### config.mk
export PLATFORM = sky130hd
export DESIGN_NAME = scc_top
export DESIGN_NICKNAME = d
export VERILOG_FILES = /design/src/hdl/scc_pkg.sv /design/src/hdl/scc_relock.sv /design/src/hdl/scc_top.sv
export VERILOG_INCLUDE_DIRS = /design/src /design/src/hdl
export SDC_FILE = /design/constraint.sdc
export NUM_CORES = 1
export LEC_CHECK = 0
export BUFFER_PORTS_ARGS = -buffer_cell sky130_fd_sc_hd__buf_2
export CAP_MARGIN = 20
export CELL_PAD_IN_SITES_DETAIL_PLACEMENT = 1
export CELL_PAD_IN_SITES_GLOBAL_PLACEMENT = 1
export CORE_ASPECT_RATIO = 1.1
export CORE_UTILIZATION = 30
export CTS_CLUSTER_DIAMETER = 100
export CTS_CLUSTER_SIZE = 10
export DETAILED_ROUTE_END_ITERATION = 10
export PLACE_DENSITY = 0.6
export SETUP_SLACK_MARGIN = 0.15
export SLEW_MARGIN = 10
export SYNTH_ARGS = -nofsm -noshare
export SYNTH_HDL_FRONTEND = slang
export SYNTH_SLANG_ARGS = --single-unit
### constraint.sdc
create_clock -name sys_clk_i -period 10.7 [get_ports sys_clk_i]
set_input_delay 2.14 -clock sys_clk_i [delete_from_list [all_inputs] [get_ports sys_clk_i]]
set_output_delay 2.14 -clock sys_clk_i [all_outputs]
set_load 0.02 [all_outputs]
### src/hdl/scc_cfg.svh
`ifndef SCC_CFG_SVH
`define SCC_CFG_SVH

// Register byte offsets on the APB window.
`define SCC_OFS_RAW_STATUS 12'h050
`define SCC_OFS_IRQ_MASK 12'h054
`define SCC_OFS_IRQ_CLEAR 12'h058
`define SCC_OFS_RUN_CFG 12'h060
`define SCC_OFS_PLL_XLAT 12'h064
`define SCC_OFS_RUN_CFG_EXT 12'h070
`define SCC_OFS_RUN_GATE 12'h100
`define SCC_OFS_SLEEP_GATE 12'h110
`define SCC_OFS_DSLEEP_GATE 12'h120
`define SCC_OFS_DSLEEP_CFG 12'h144

// Field positions of the run clock configuration register.
`define SCC_RUN_BYPASS 0
`define SCC_RUN_PLL_POWER_DOWN 1
`define SCC_RUN_CRYSTAL_SELECT_LO 2
`define SCC_RUN_CRYSTAL_SELECT_HI 5
`define SCC_RUN_OSC_LO 6
`define SCC_RUN_OSC_HI 8
`define SCC_RUN_DIV_LO 9
`define SCC_RUN_DIV_HI 12
`define SCC_RUN_USEDIV 13
`define SCC_RUN_AUTOGATE 14

// Field positions of the extended configuration register.
`define SCC_EXT_BYPASS 0
`define SCC_EXT_PLL_POWER_DOWN 1
`define SCC_EXT_OSC_LO 6
`define SCC_EXT_OSC_HI 8
`define SCC_EXT_DIV_LO 9
`define SCC_EXT_DIV_HI 14
`define SCC_EXT_OVERRIDE 31

// Deep-sleep configuration oscillator select field.
`define SCC_DS_OSC_LO 4
`define SCC_DS_OSC_HI 6

// Reset values.
`define SCC_RST_RUN_CFG 32'h0000_6043
`define SCC_RST_RUN_CFG_EXT 32'h0000_0043
`define SCC_RST_GATE 32'h0000_0040
`define SCC_RST_ZERO 32'h0000_0000

// Divider values forced in deep sleep while the PLL was running (divide-by minus one).
`define SCC_DS_DIV_RUN 6'h0F
`define SCC_DS_DIV_EXT 6'h3F

// Relock counter start value, in main oscillator ticks.
`define SCC_RELOCK_START 16'h1200

`endif

### src/hdl/scc_pkg.sv
package scc_pkg;

  typedef enum logic [2:0] {
    SCC_SRC_MAIN = 3'h0,
    SCC_SRC_INT = 3'h1,
    SCC_SRC_INT_DIV4 = 3'h2,
    SCC_SRC_SLOW = 3'h3,
    SCC_SRC_RTC = 3'h7
  } scc_src_t;

  typedef enum logic [1:0] {
    SCC_RUN,
    SCC_SLEEP,
    SCC_DSLEEP,
    SCC_DS_EXIT
  } scc_mode_t;

endpackage

### src/hdl/scc_relock.sv
`timescale 1ns/1ns
`include "scc_cfg.svh"

// Relock timer. Counts main oscillator ticks down from the start value.
module scc_relock import scc_pkg::*; #(
  parameter logic [15:0] START = `SCC_RELOCK_START
) (
  input wire logic sys_clk_i,
  input wire logic reset_i,
  input wire logic start_i,
  input wire logic main_crystal_oscillator_tick_i,
  output logic locked_o
);

  logic [15:0] cnt_r;
  logic [15:0] cnt_nxt;
  logic locked_r;
  logic locked_nxt;
  logic busy_r;
  logic busy_nxt;

  // Only a started period may end in a lock, so an idle counter at zero
  // after reset does not report a lock for a PLL that never ran.
  always_comb begin
    cnt_nxt = cnt_r;
    locked_nxt = locked_r;
    busy_nxt = busy_r;
    if (start_i) begin
      cnt_nxt = START;
      locked_nxt = 1'b0;
      busy_nxt = 1'b1;
    end else if (busy_r && main_crystal_oscillator_tick_i) begin
      if (cnt_r == 16'h0000) begin
        locked_nxt = 1'b1;
        busy_nxt = 1'b0;
      end else begin
        cnt_nxt = cnt_r - 16'h0001;
      end
    end
  end

  always_ff @(posedge sys_clk_i or posedge reset_i) begin
    if (reset_i) begin
      cnt_r <= 16'h0000;
      locked_r <= 1'b0;
      busy_r <= 1'b0;
    end else begin
      cnt_r <= cnt_nxt;
      locked_r <= locked_nxt;
      busy_r <= busy_nxt;
    end
  end

  assign locked_o = locked_r;

endmodule

### src/hdl/scc_top.sv
// Summary of operation
// Internal oscillator clocks from reset onward
// Six selectable system clock sources
// Override bit selects extended register fields
// Crystal change retranslates PLL settings, readable
// PLL disabled after reset
// PLL normal drives output, power-down none
// Relock on crystal change or power-up
// Relock down counter on main oscillator
// Stay on oscillator until relock done
// Lock raw flag plus maskable lock interrupt
// Software ensures stable source before PLL
// Software picks crystal within supported range
// Run mode gates by run registers
// Sleep stops core, gates by mode
// Deep-sleep stops core, gates by mode
// Deep-sleep source main or chosen internal
// Deep-sleep powers PLL down, forces divider
// Exit restores clock before enabling clocks
// Interrupt wakes; sleep only on request
// Deep-sleep request needs enable bit first
// Software sets override before extended fields
// Power-down bit controls PLL power
// Bypass selects raw oscillator, else PLL
// Source and divider switches glitch-free
// Lock flag set at zero, cleared on relock
`timescale 1ns/1ns
`include "scc_cfg.svh"

module scc_top import scc_pkg::*; #(
  parameter int NPER = 32,
  parameter logic [15:0] RELOCK_START = `SCC_RELOCK_START
) (
  input wire logic sys_clk_i,
  input wire logic reset_i,
  input wire logic psel,
  input wire logic penable,
  input wire logic pwrite,
  input wire logic [11:0] paddr,
  input wire logic [31:0] pwdata,
  output logic [31:0] prdata,
  output logic pready,
  output logic pslverr,
  input wire logic main_crystal_oscillator_tick_i,
  input wire logic internal_fast_oscillator_tick_i,
  input wire logic slow_osc_tick_i,
  input wire logic rtc_tick_i,
  input wire logic pll_tick_i,
  input wire logic wfi_req_i,
  input wire logic deepsleep_en_i,
  input wire logic wake_irq_i,
  output logic system_clock_out_o,
  output logic core_clk_en_o,
  output logic [NPER-1:0] periph_clk_en_o,
  output logic pll_enable_o,
  output logic [12:0] pll_settings_o,
  output logic main_crystal_oscillator_power_down_o,
  output logic internal_fast_oscillator_power_up_o,
  output logic pll_lock_irq_o,
  output logic [1:0] mode_o
);

  // Crystal number to PLL settings {feedback[7:0], reference[4:0]}.
  function automatic logic [12:0] xlat(input logic [3:0] crystal_select);
    logic [7:0] fb;
    logic [4:0] rf;
    fb = 8'h40 - {4'h0, crystal_select};
    rf = {1'b0, crystal_select} >> 1;
    return {fb, rf};
  endfunction

  function automatic logic pick_tick(input logic [2:0] s, input logic mo, input logic io,
                                     input logic i4, input logic sl, input logic rt);
    logic t;
    t = 1'b0;
    unique case (s)
      SCC_SRC_MAIN: t = mo;
      SCC_SRC_INT: t = io;
      SCC_SRC_INT_DIV4: t = i4;
      SCC_SRC_SLOW: t = sl;
      default: t = rt;
    endcase
    return t;
  endfunction

  logic [31:0] run_cfg_r, run_cfg_nxt;
  logic [31:0] ext_cfg_r, ext_cfg_nxt;
  logic [31:0] ds_cfg_r, ds_cfg_nxt;
  logic [NPER-1:0] run_gate_r, run_gate_nxt;
  logic [NPER-1:0] sleep_gate_r, sleep_gate_nxt;
  logic [NPER-1:0] ds_gate_r, ds_gate_nxt;
  logic irq_mask_r, irq_mask_nxt;
  logic lock_raw_r, lock_raw_nxt;
  logic [31:0] prdata_nxt;
  logic pready_nxt, pslverr_nxt;
  logic wr_en, rd_hit;

  scc_mode_t mode_r, mode_nxt;
  logic ds_pll_forced_r, ds_pll_forced_nxt;
  logic pll_pd_prev_r;
  logic [3:0] crystal_select_prev_r;
  logic [1:0] idiv_r;
  logic [2:0] sel_src_r, sel_src_nxt;
  logic sel_pll_r, sel_pll_nxt;
  logic [5:0] sel_div_r, sel_div_nxt;
  logic [5:0] div_cnt_r, div_cnt_nxt;
  logic sys_en_r, sys_en_nxt;
  logic core_en_r;
  logic [NPER-1:0] per_en_r;
  logic [12:0] pll_set_r;
  logic pll_en_r, main_crystal_oscillator_pd_r, internal_fast_oscillator_up_r, irq_r, locked_d_r;

  logic ovr, eff_bypass, eff_pll_power_down, pll_pd_now, relock_start, locked, lock_rise;
  logic [2:0] eff_src;
  logic [5:0] eff_div;
  logic cur_tick, idiv_tick;

  // Zero-wait decode is avoided: the answer always comes one cycle into the access phase.
  assign wr_en = psel && penable && pready && pwrite;

  always_comb begin
    rd_hit = 1'b1;
    prdata_nxt = 32'h0000_0000;
    unique case (paddr)
      `SCC_OFS_RAW_STATUS: prdata_nxt = {31'h0, lock_raw_r};
      `SCC_OFS_IRQ_MASK: prdata_nxt = {31'h0, irq_mask_r};
      `SCC_OFS_IRQ_CLEAR: prdata_nxt = {31'h0, lock_raw_r & irq_mask_r};
      `SCC_OFS_RUN_CFG: prdata_nxt = run_cfg_r;
      `SCC_OFS_PLL_XLAT: prdata_nxt = {19'h0, pll_set_r};
      `SCC_OFS_RUN_CFG_EXT: prdata_nxt = ext_cfg_r;
      `SCC_OFS_RUN_GATE: prdata_nxt = 32'(run_gate_r);
      `SCC_OFS_SLEEP_GATE: prdata_nxt = 32'(sleep_gate_r);
      `SCC_OFS_DSLEEP_GATE: prdata_nxt = 32'(ds_gate_r);
      `SCC_OFS_DSLEEP_CFG: prdata_nxt = ds_cfg_r;
      default: rd_hit = 1'b0;
    endcase
    pready_nxt = psel && penable && !pready;
    pslverr_nxt = pready_nxt && !rd_hit;
  end

  always_comb begin
    ovr = ext_cfg_r[`SCC_EXT_OVERRIDE];
    eff_bypass = ovr ? ext_cfg_r[`SCC_EXT_BYPASS] : run_cfg_r[`SCC_RUN_BYPASS];
    eff_pll_power_down = ovr ? ext_cfg_r[`SCC_EXT_PLL_POWER_DOWN] : run_cfg_r[`SCC_RUN_PLL_POWER_DOWN];
    eff_src = ovr ? ext_cfg_r[`SCC_EXT_OSC_HI:`SCC_EXT_OSC_LO]
                  : run_cfg_r[`SCC_RUN_OSC_HI:`SCC_RUN_OSC_LO];
    if (ovr) begin
      eff_div = ext_cfg_r[`SCC_EXT_DIV_HI:`SCC_EXT_DIV_LO];
    end else if (run_cfg_r[`SCC_RUN_USEDIV]) begin
      eff_div = {2'b00, run_cfg_r[`SCC_RUN_DIV_HI:`SCC_RUN_DIV_LO]};
    end else begin
      eff_div = 6'h00;
    end
    if (mode_r == SCC_DSLEEP) begin
      eff_src = (ds_cfg_r[`SCC_DS_OSC_HI:`SCC_DS_OSC_LO] == 3'h0) ? 3'(SCC_SRC_MAIN)
                : ds_cfg_r[`SCC_DS_OSC_HI:`SCC_DS_OSC_LO];
      if (ds_pll_forced_r) begin
        eff_div = ovr ? `SCC_DS_DIV_EXT : `SCC_DS_DIV_RUN;
      end
    end
    pll_pd_now = eff_pll_power_down || ds_pll_forced_r;
    relock_start = (run_cfg_r[`SCC_RUN_CRYSTAL_SELECT_HI:`SCC_RUN_CRYSTAL_SELECT_LO] != crystal_select_prev_r)
                   || (pll_pd_prev_r && !pll_pd_now);
    idiv_tick = internal_fast_oscillator_tick_i && (idiv_r == 2'b11);
    lock_rise = locked && !locked_d_r;
  end

  scc_relock #(
    .START(RELOCK_START)
  ) u_relock (
    .sys_clk_i(sys_clk_i),
    .reset_i(reset_i),
    .start_i(relock_start),
    .main_crystal_oscillator_tick_i(main_crystal_oscillator_tick_i),
    .locked_o(locked)
  );

  // Register writes, lock flag and sleep mode sequencing.
  always_comb begin
    run_cfg_nxt = run_cfg_r;
    ext_cfg_nxt = ext_cfg_r;
    ds_cfg_nxt = ds_cfg_r;
    run_gate_nxt = run_gate_r;
    sleep_gate_nxt = sleep_gate_r;
    ds_gate_nxt = ds_gate_r;
    irq_mask_nxt = irq_mask_r;
    lock_raw_nxt = lock_raw_r;
    if (wr_en) begin
      unique case (paddr)
        `SCC_OFS_IRQ_MASK: irq_mask_nxt = pwdata[0];
        `SCC_OFS_IRQ_CLEAR: lock_raw_nxt = lock_raw_r && !pwdata[0];
        `SCC_OFS_RUN_CFG: run_cfg_nxt = pwdata;
        `SCC_OFS_RUN_CFG_EXT: ext_cfg_nxt = pwdata;
        `SCC_OFS_RUN_GATE: run_gate_nxt = pwdata[NPER-1:0];
        `SCC_OFS_SLEEP_GATE: sleep_gate_nxt = pwdata[NPER-1:0];
        `SCC_OFS_DSLEEP_GATE: ds_gate_nxt = pwdata[NPER-1:0];
        `SCC_OFS_DSLEEP_CFG: ds_cfg_nxt = pwdata;
        default: ;
      endcase
    end
    // The set wins over a software clear in the same cycle; a new relock wins over both.
    if (lock_rise && !relock_start) begin
      lock_raw_nxt = 1'b1;
    end
    if (relock_start) begin
      lock_raw_nxt = 1'b0;
    end
    mode_nxt = mode_r;
    ds_pll_forced_nxt = ds_pll_forced_r;
    unique case (mode_r)
      SCC_RUN: begin
        if (wfi_req_i) begin
          if (deepsleep_en_i) begin
            mode_nxt = SCC_DSLEEP;
            ds_pll_forced_nxt = !eff_pll_power_down;
          end else begin
            mode_nxt = SCC_SLEEP;
          end
        end
      end
      SCC_SLEEP: begin
        if (wake_irq_i) begin
          mode_nxt = SCC_RUN;
        end
      end
      SCC_DSLEEP: begin
        if (wake_irq_i) begin
          mode_nxt = SCC_DS_EXIT;
          ds_pll_forced_nxt = 1'b0;
        end
      end
      SCC_DS_EXIT: begin
        // Clocks reopen only once the run source and divider are back in place.
        if (sel_src_r == eff_src && sel_div_r == eff_div
            && sel_pll_r == (!eff_bypass && !pll_pd_now && locked)) begin
          mode_nxt = SCC_RUN;
        end
      end
    endcase
  end

  // Clock selection and division, switched only at the end of a whole output period.
  always_comb begin
    cur_tick = sel_pll_r ? pll_tick_i
               : pick_tick(sel_src_r, main_crystal_oscillator_tick_i, internal_fast_oscillator_tick_i, idiv_tick, slow_osc_tick_i,
                           rtc_tick_i);
    sel_src_nxt = sel_src_r;
    sel_pll_nxt = sel_pll_r;
    sel_div_nxt = sel_div_r;
    div_cnt_nxt = div_cnt_r;
    sys_en_nxt = 1'b0;
    if (cur_tick) begin
      if (div_cnt_r == 6'h00) begin
        sys_en_nxt = 1'b1;
        sel_src_nxt = eff_src;
        sel_pll_nxt = !eff_bypass && !pll_pd_now && locked;
        sel_div_nxt = eff_div;
        div_cnt_nxt = eff_div;
      end else begin
        div_cnt_nxt = div_cnt_r - 6'h01;
      end
    end
  end

  always_ff @(posedge sys_clk_i or posedge reset_i) begin
    if (reset_i) begin
      run_cfg_r <= `SCC_RST_RUN_CFG;
      ext_cfg_r <= `SCC_RST_RUN_CFG_EXT;
      ds_cfg_r <= `SCC_RST_ZERO;
      run_gate_r <= NPER'(`SCC_RST_GATE);
      sleep_gate_r <= NPER'(`SCC_RST_GATE);
      ds_gate_r <= NPER'(`SCC_RST_GATE);
      irq_mask_r <= 1'b0;
      lock_raw_r <= 1'b0;
      prdata <= 32'h0000_0000;
      pready <= 1'b0;
      pslverr <= 1'b0;
      mode_r <= SCC_RUN;
      ds_pll_forced_r <= 1'b0;
      pll_pd_prev_r <= 1'b1;
      crystal_select_prev_r <= 4'h0;
      idiv_r <= 2'b00;
      sel_src_r <= 3'(SCC_SRC_INT);
      sel_pll_r <= 1'b0;
      sel_div_r <= 6'h00;
      div_cnt_r <= 6'h00;
      sys_en_r <= 1'b0;
      core_en_r <= 1'b0;
      per_en_r <= '0;
      pll_set_r <= 13'h0000;
      pll_en_r <= 1'b0;
      main_crystal_oscillator_pd_r <= 1'b1;
      internal_fast_oscillator_up_r <= 1'b1;
      irq_r <= 1'b0;
      locked_d_r <= 1'b0;
    end else begin
      run_cfg_r <= run_cfg_nxt;
      ext_cfg_r <= ext_cfg_nxt;
      ds_cfg_r <= ds_cfg_nxt;
      run_gate_r <= run_gate_nxt;
      sleep_gate_r <= sleep_gate_nxt;
      ds_gate_r <= ds_gate_nxt;
      irq_mask_r <= irq_mask_nxt;
      lock_raw_r <= lock_raw_nxt;
      prdata <= prdata_nxt;
      pready <= pready_nxt;
      pslverr <= pslverr_nxt;
      mode_r <= mode_nxt;
      ds_pll_forced_r <= ds_pll_forced_nxt;
      pll_pd_prev_r <= pll_pd_now;
      crystal_select_prev_r <= run_cfg_r[`SCC_RUN_CRYSTAL_SELECT_HI:`SCC_RUN_CRYSTAL_SELECT_LO];
      idiv_r <= internal_fast_oscillator_tick_i ? idiv_r + 2'b01 : idiv_r;
      sel_src_r <= sel_src_nxt;
      sel_pll_r <= sel_pll_nxt;
      sel_div_r <= sel_div_nxt;
      div_cnt_r <= div_cnt_nxt;
      sys_en_r <= sys_en_nxt;
      core_en_r <= sys_en_nxt && (mode_r == SCC_RUN);
      if (!sys_en_nxt || mode_r == SCC_DS_EXIT) begin
        per_en_r <= '0;
      end else if (mode_r == SCC_SLEEP && run_cfg_r[`SCC_RUN_AUTOGATE]) begin
        per_en_r <= sleep_gate_r;
      end else if (mode_r == SCC_DSLEEP && run_cfg_r[`SCC_RUN_AUTOGATE]) begin
        per_en_r <= ds_gate_r;
      end else begin
        per_en_r <= run_gate_r;
      end
      pll_set_r <= xlat(run_cfg_r[`SCC_RUN_CRYSTAL_SELECT_HI:`SCC_RUN_CRYSTAL_SELECT_LO]);
      pll_en_r <= !pll_pd_now;
      main_crystal_oscillator_pd_r <= (mode_r == SCC_DSLEEP) ? (ds_cfg_r[`SCC_DS_OSC_HI:`SCC_DS_OSC_LO] != 3'h0)
                   : (eff_src != 3'(SCC_SRC_MAIN) && pll_pd_now);
      internal_fast_oscillator_up_r <= (mode_r != SCC_DSLEEP) || (ds_cfg_r[`SCC_DS_OSC_HI:`SCC_DS_OSC_LO] != 3'h0);
      irq_r <= lock_raw_r && irq_mask_r;
      locked_d_r <= locked;
    end
  end

  assign system_clock_out_o = sys_en_r;
  assign core_clk_en_o = core_en_r;
  assign periph_clk_en_o = per_en_r;
  assign pll_enable_o = pll_en_r;
  assign pll_settings_o = pll_set_r;
  assign main_crystal_oscillator_power_down_o = main_crystal_oscillator_pd_r;
  assign internal_fast_oscillator_power_up_o = internal_fast_oscillator_up_r;
  assign pll_lock_irq_o = irq_r;
  assign mode_o = mode_r;

endmodule

==> results.toml <==
[synthesis]
yosysTopAreaCell = "dfrtp_1"
async_reset_ff_frac = 1.000
synth_area_um2 = 14000
synth_top_area_share = 0.5396
yosysSeqAreaShare = 0.5678
synth_warnings = 0
netlist_instances = 1085
synth_edf_count = 0
synth_area_leaders = "dfrtp_1, mux2_2, mux2i_1"
synth_flop_cell = "dfrtp_1"
syn_area_per_cell_um2 = 12.91
ys_types = 67
ys_ff_latch = 317

[clock_tree]
clk_latency_ps = 530
cts_tree = "done"
cts_buffers = 37
clkTransAtPathRegs_ps = 60
htree_num_levels = 2
cts_setup_buffers = 0
hold_buffers = 0
cts_buffer_depth = 3
postCtsResizedCells = 0
cts_root_buf = "clkbuf_16"
clock_sinks = 317

[timing]
fmax_mhz = 195.3
layout_min_cycle_time_ps = 5120
worst_pin_slew_ps = 1098
finalSetupTns_ps = 0
period_share = 0.4785
setup_ws_ps = 5580
maxSlewViolCount = 0
hold_viol = 0
rsz0062_at_grt = "false"
clock_skew_ps = 25.31
setup_viol = 0
relSlewSlack = 0.2661
whs_ps = 444.3

[min_path]
min_path_type = "flop to flop"
min_from = "u_relock.locked_o"

[layout]
area_growth_pct = 16.95
nets = 1281
utilization = 0.3571
fill_cells = 4875
layout-drive-gt1-share = 0.3454

[worst_setup_path]
r2r_slack_ps = 7300
worst-setup-path-type = "primary input to flop"
cp_data_arrival_time_ps = 5520
reg2reg_depth = 10
endpoint = "run_cfg_r[16]"
end_kind = "flop"
start_kind = "primary input"
crit_fanout = 33
required_ps = 11100
startpoint = "paddr[3]"
r2r-start = "idiv_r[0]"
r2r_end = "periph_clk_en_o[4]"

[placement]
place.gp.congestion = 0.7442
dpl.hpwl_um = 25880
pre_cts_slack_ps = 5053
numPortBuffers = 140

[power_and_ir_drop]
comb_power_share = 0.113
leakagePower_nw = 8.219
clockPowerShare = 0.409
p_sw_w = 0.0007416
power.total_w = 0.002782
powerDensity_nw_per_um2 = 169.8
switching_share = 0.2666
ir_drop_uv = 104.8
intPower_w = 0.002040
power.share.sequential = 0.478

[routing]
drc = 0
drt_iter0_markers = 623
vias = 9425
wl_per_cell_um = 22.13
vias_per_cell = 5.156
dr.pass1.iters = 6
routed_wl_um = 40460
drtAntennaViolNets = 0

[global_route]
grt_max_degree = 171
antenna_found_initial = 4
grt_usage = 0.1728
grt_pass1_wl_um = 63370
grt_overflow = 0
grt_pass1_vias = 10340

[die]
std_cell_rows = 82
initial_core_util = 0.3054
core_um2 = 45860
die_w_um = 208.0
die_y_um = 228.6
fp.dieArea_um2 = 47550
io_pins = 144

[status]
status = "complete, no violations"

[run]
cap_violations = 0
## worst min-delay path by stage
| stage | endpoint | cells past startpoint |
|---|---|---|
| after CTS | locked_d_r | 0 |
| after floorplan | locked_d_r | 0 |
| after global routing | locked_d_r | 0 |
| final | locked_d_r | 0 |
| after detailed placement | locked_d_r | 0 |
| after global placement | locked_d_r | 0 |
## per-stage QoR
stage / area (µm²) / cells
6_report: 16380 / 1828
5_1_grt: 16380 / 1827
4_1_cts: 16320 / 1824
3_5_place_dp: 15280 / 1765
3_3_place_gp: 15280 / 1765
2_1_floorplan: 14020 / 1087
## sequential cells by signal, summed over array words and instances, names as in the netlist, 2 cells and up
name                   count
ds_cfg_r                  32
ds_gate_r                 32
ext_cfg_r                 32
periph_clk_en_o           32
prdata                    32
run_cfg_r                 32
run_gate_r                32
sleep_gate_r              32
u_relock.cnt_r            16
pll_settings_o             7
div_cnt_r                  6
sel_div_r                  6
crystal_select_prev_r      3
sel_src_r                  3
idiv_r                     2
mode_o                     2
## power groups by stage
stage | combinational [W] | clock, W | sequential (W)
finish | 0.000314 | 0.00114 | 0.00133
global route | 0.000358 | 0.00122 | 0.00134
CTS | 0.000320 | 0.00118 | 0.00133
detailed placement | 0.000318 | 0 | 0.00135
global placement | 0.000307 | 0 | 0.00135
floorplan | 0.000223 | 0 | 0.00134
## critical path: stages
cell and delay (ps):
buf_2 110, or3_1 570, nor3_1 200, nand3_1 200, nor2_4 870, nand2_2 850, mux2_2 540
## placed cells by master, fill, tap and decap left out, drive strengths merged, types with 3 or more instances in the layout
master	Yosys	layout
dfrtp	302	302
mux2	200	200
buf	39	158
nor2	95	95
mux2i	62	62
clkbuf	27	58
a221o	45	45
nand2	36	36
a211oi	35	35
a22oi	22	22
inv	20	19
xor2	19	19
nand3	19	19
a21oi	18	18
dfstp	15	15
o21ai	13	13
a222oi	10	10
nor3	10	10
xnor2	9	9
nor4	7	7
nand2b	6	6
nand3b	6	6
and2	6	6
nor2b	5	5
ha	5	5
or3	5	5
a31oi	4	4
nand4	3	3
or4	3	3
conb	1	3
or2	3	3
nor4b	3	3
or4b	3	3
## cell usage after synthesis, types with 3 or more instances
cell        n
buf_1       3
mux2_1      8
nor3_1      7
nand2b_1    6
mux2_2    192
nand2_1    36
or3_1       4
o21ai_0    13
dfrtp_1   302
nor2_1     93
xor2_1     19
nand3_1    19
buf_2      19
buf_4      14
ha_1        5
a222oi_1   10
a221o_1    45
buf_6       3
xnor2_1     9
clkbuf_1   25
dfstp_2    15
a21oi_1    18
and2_1      5
inv_1      20
a31oi_1     4
a211oi_1   35
mux2i_1    62
nand3b_1    6
nor4_1      6
nor2b_1     5
a22oi_1    22
nand4_1     3
nor4b_1     3
or4_1       3
## area by class of cell
| cell class | count | area [µm²] | area share |
|---|---|---|---|
| clock buffer | 57 | 1022 | 0.06241 |
| antenna | 1 | 2.502 | 0.0001528 |
| timing repair buffer | 159 | 885.9 | 0.05409 |
| tap | 588 | 735.7 | 0.04492 |
| sequential | 317 | 7951 | 0.4855 |
| multi-input combinational | 684 | 5680 | 0.3468 |
| clock inverter | 2 | 21.27 | 0.001299 |
| inverter | 20 | 78.83 | 0.004813 |
## layer usage
layer / wire length [µm] / track usage / vias to the layer above / part of all wire
li1: - / - / 4251 / -
met1: 18310 / 0.2274 / 4955 / 0.45
met2: 19760 / 0.2912 / 158 / 0.49
met3: 1353 / 0.02748 / 57 / 0.033
met4: 1014 / 0.05255 / 4 / 0.025
met5: 24 / 0 / - / 0.00059
## logic make-up after synthesis
kind of cell             Yosys count  synth area share
other                              1         0.0002678
flip-flops                       317            0.5678
adder cells (fa/ha/maj)            5          0.004467
multiplexers                     263            0.2067
AND/OR/NAND/NOR                  218           0.07808
AO/OA/AOI/OAI                    167           0.09488
XOR/XNOR                          28           0.01751
buffers and inverters             86           0.03029
No activity file was read; power rests on OpenSTA's default activity.
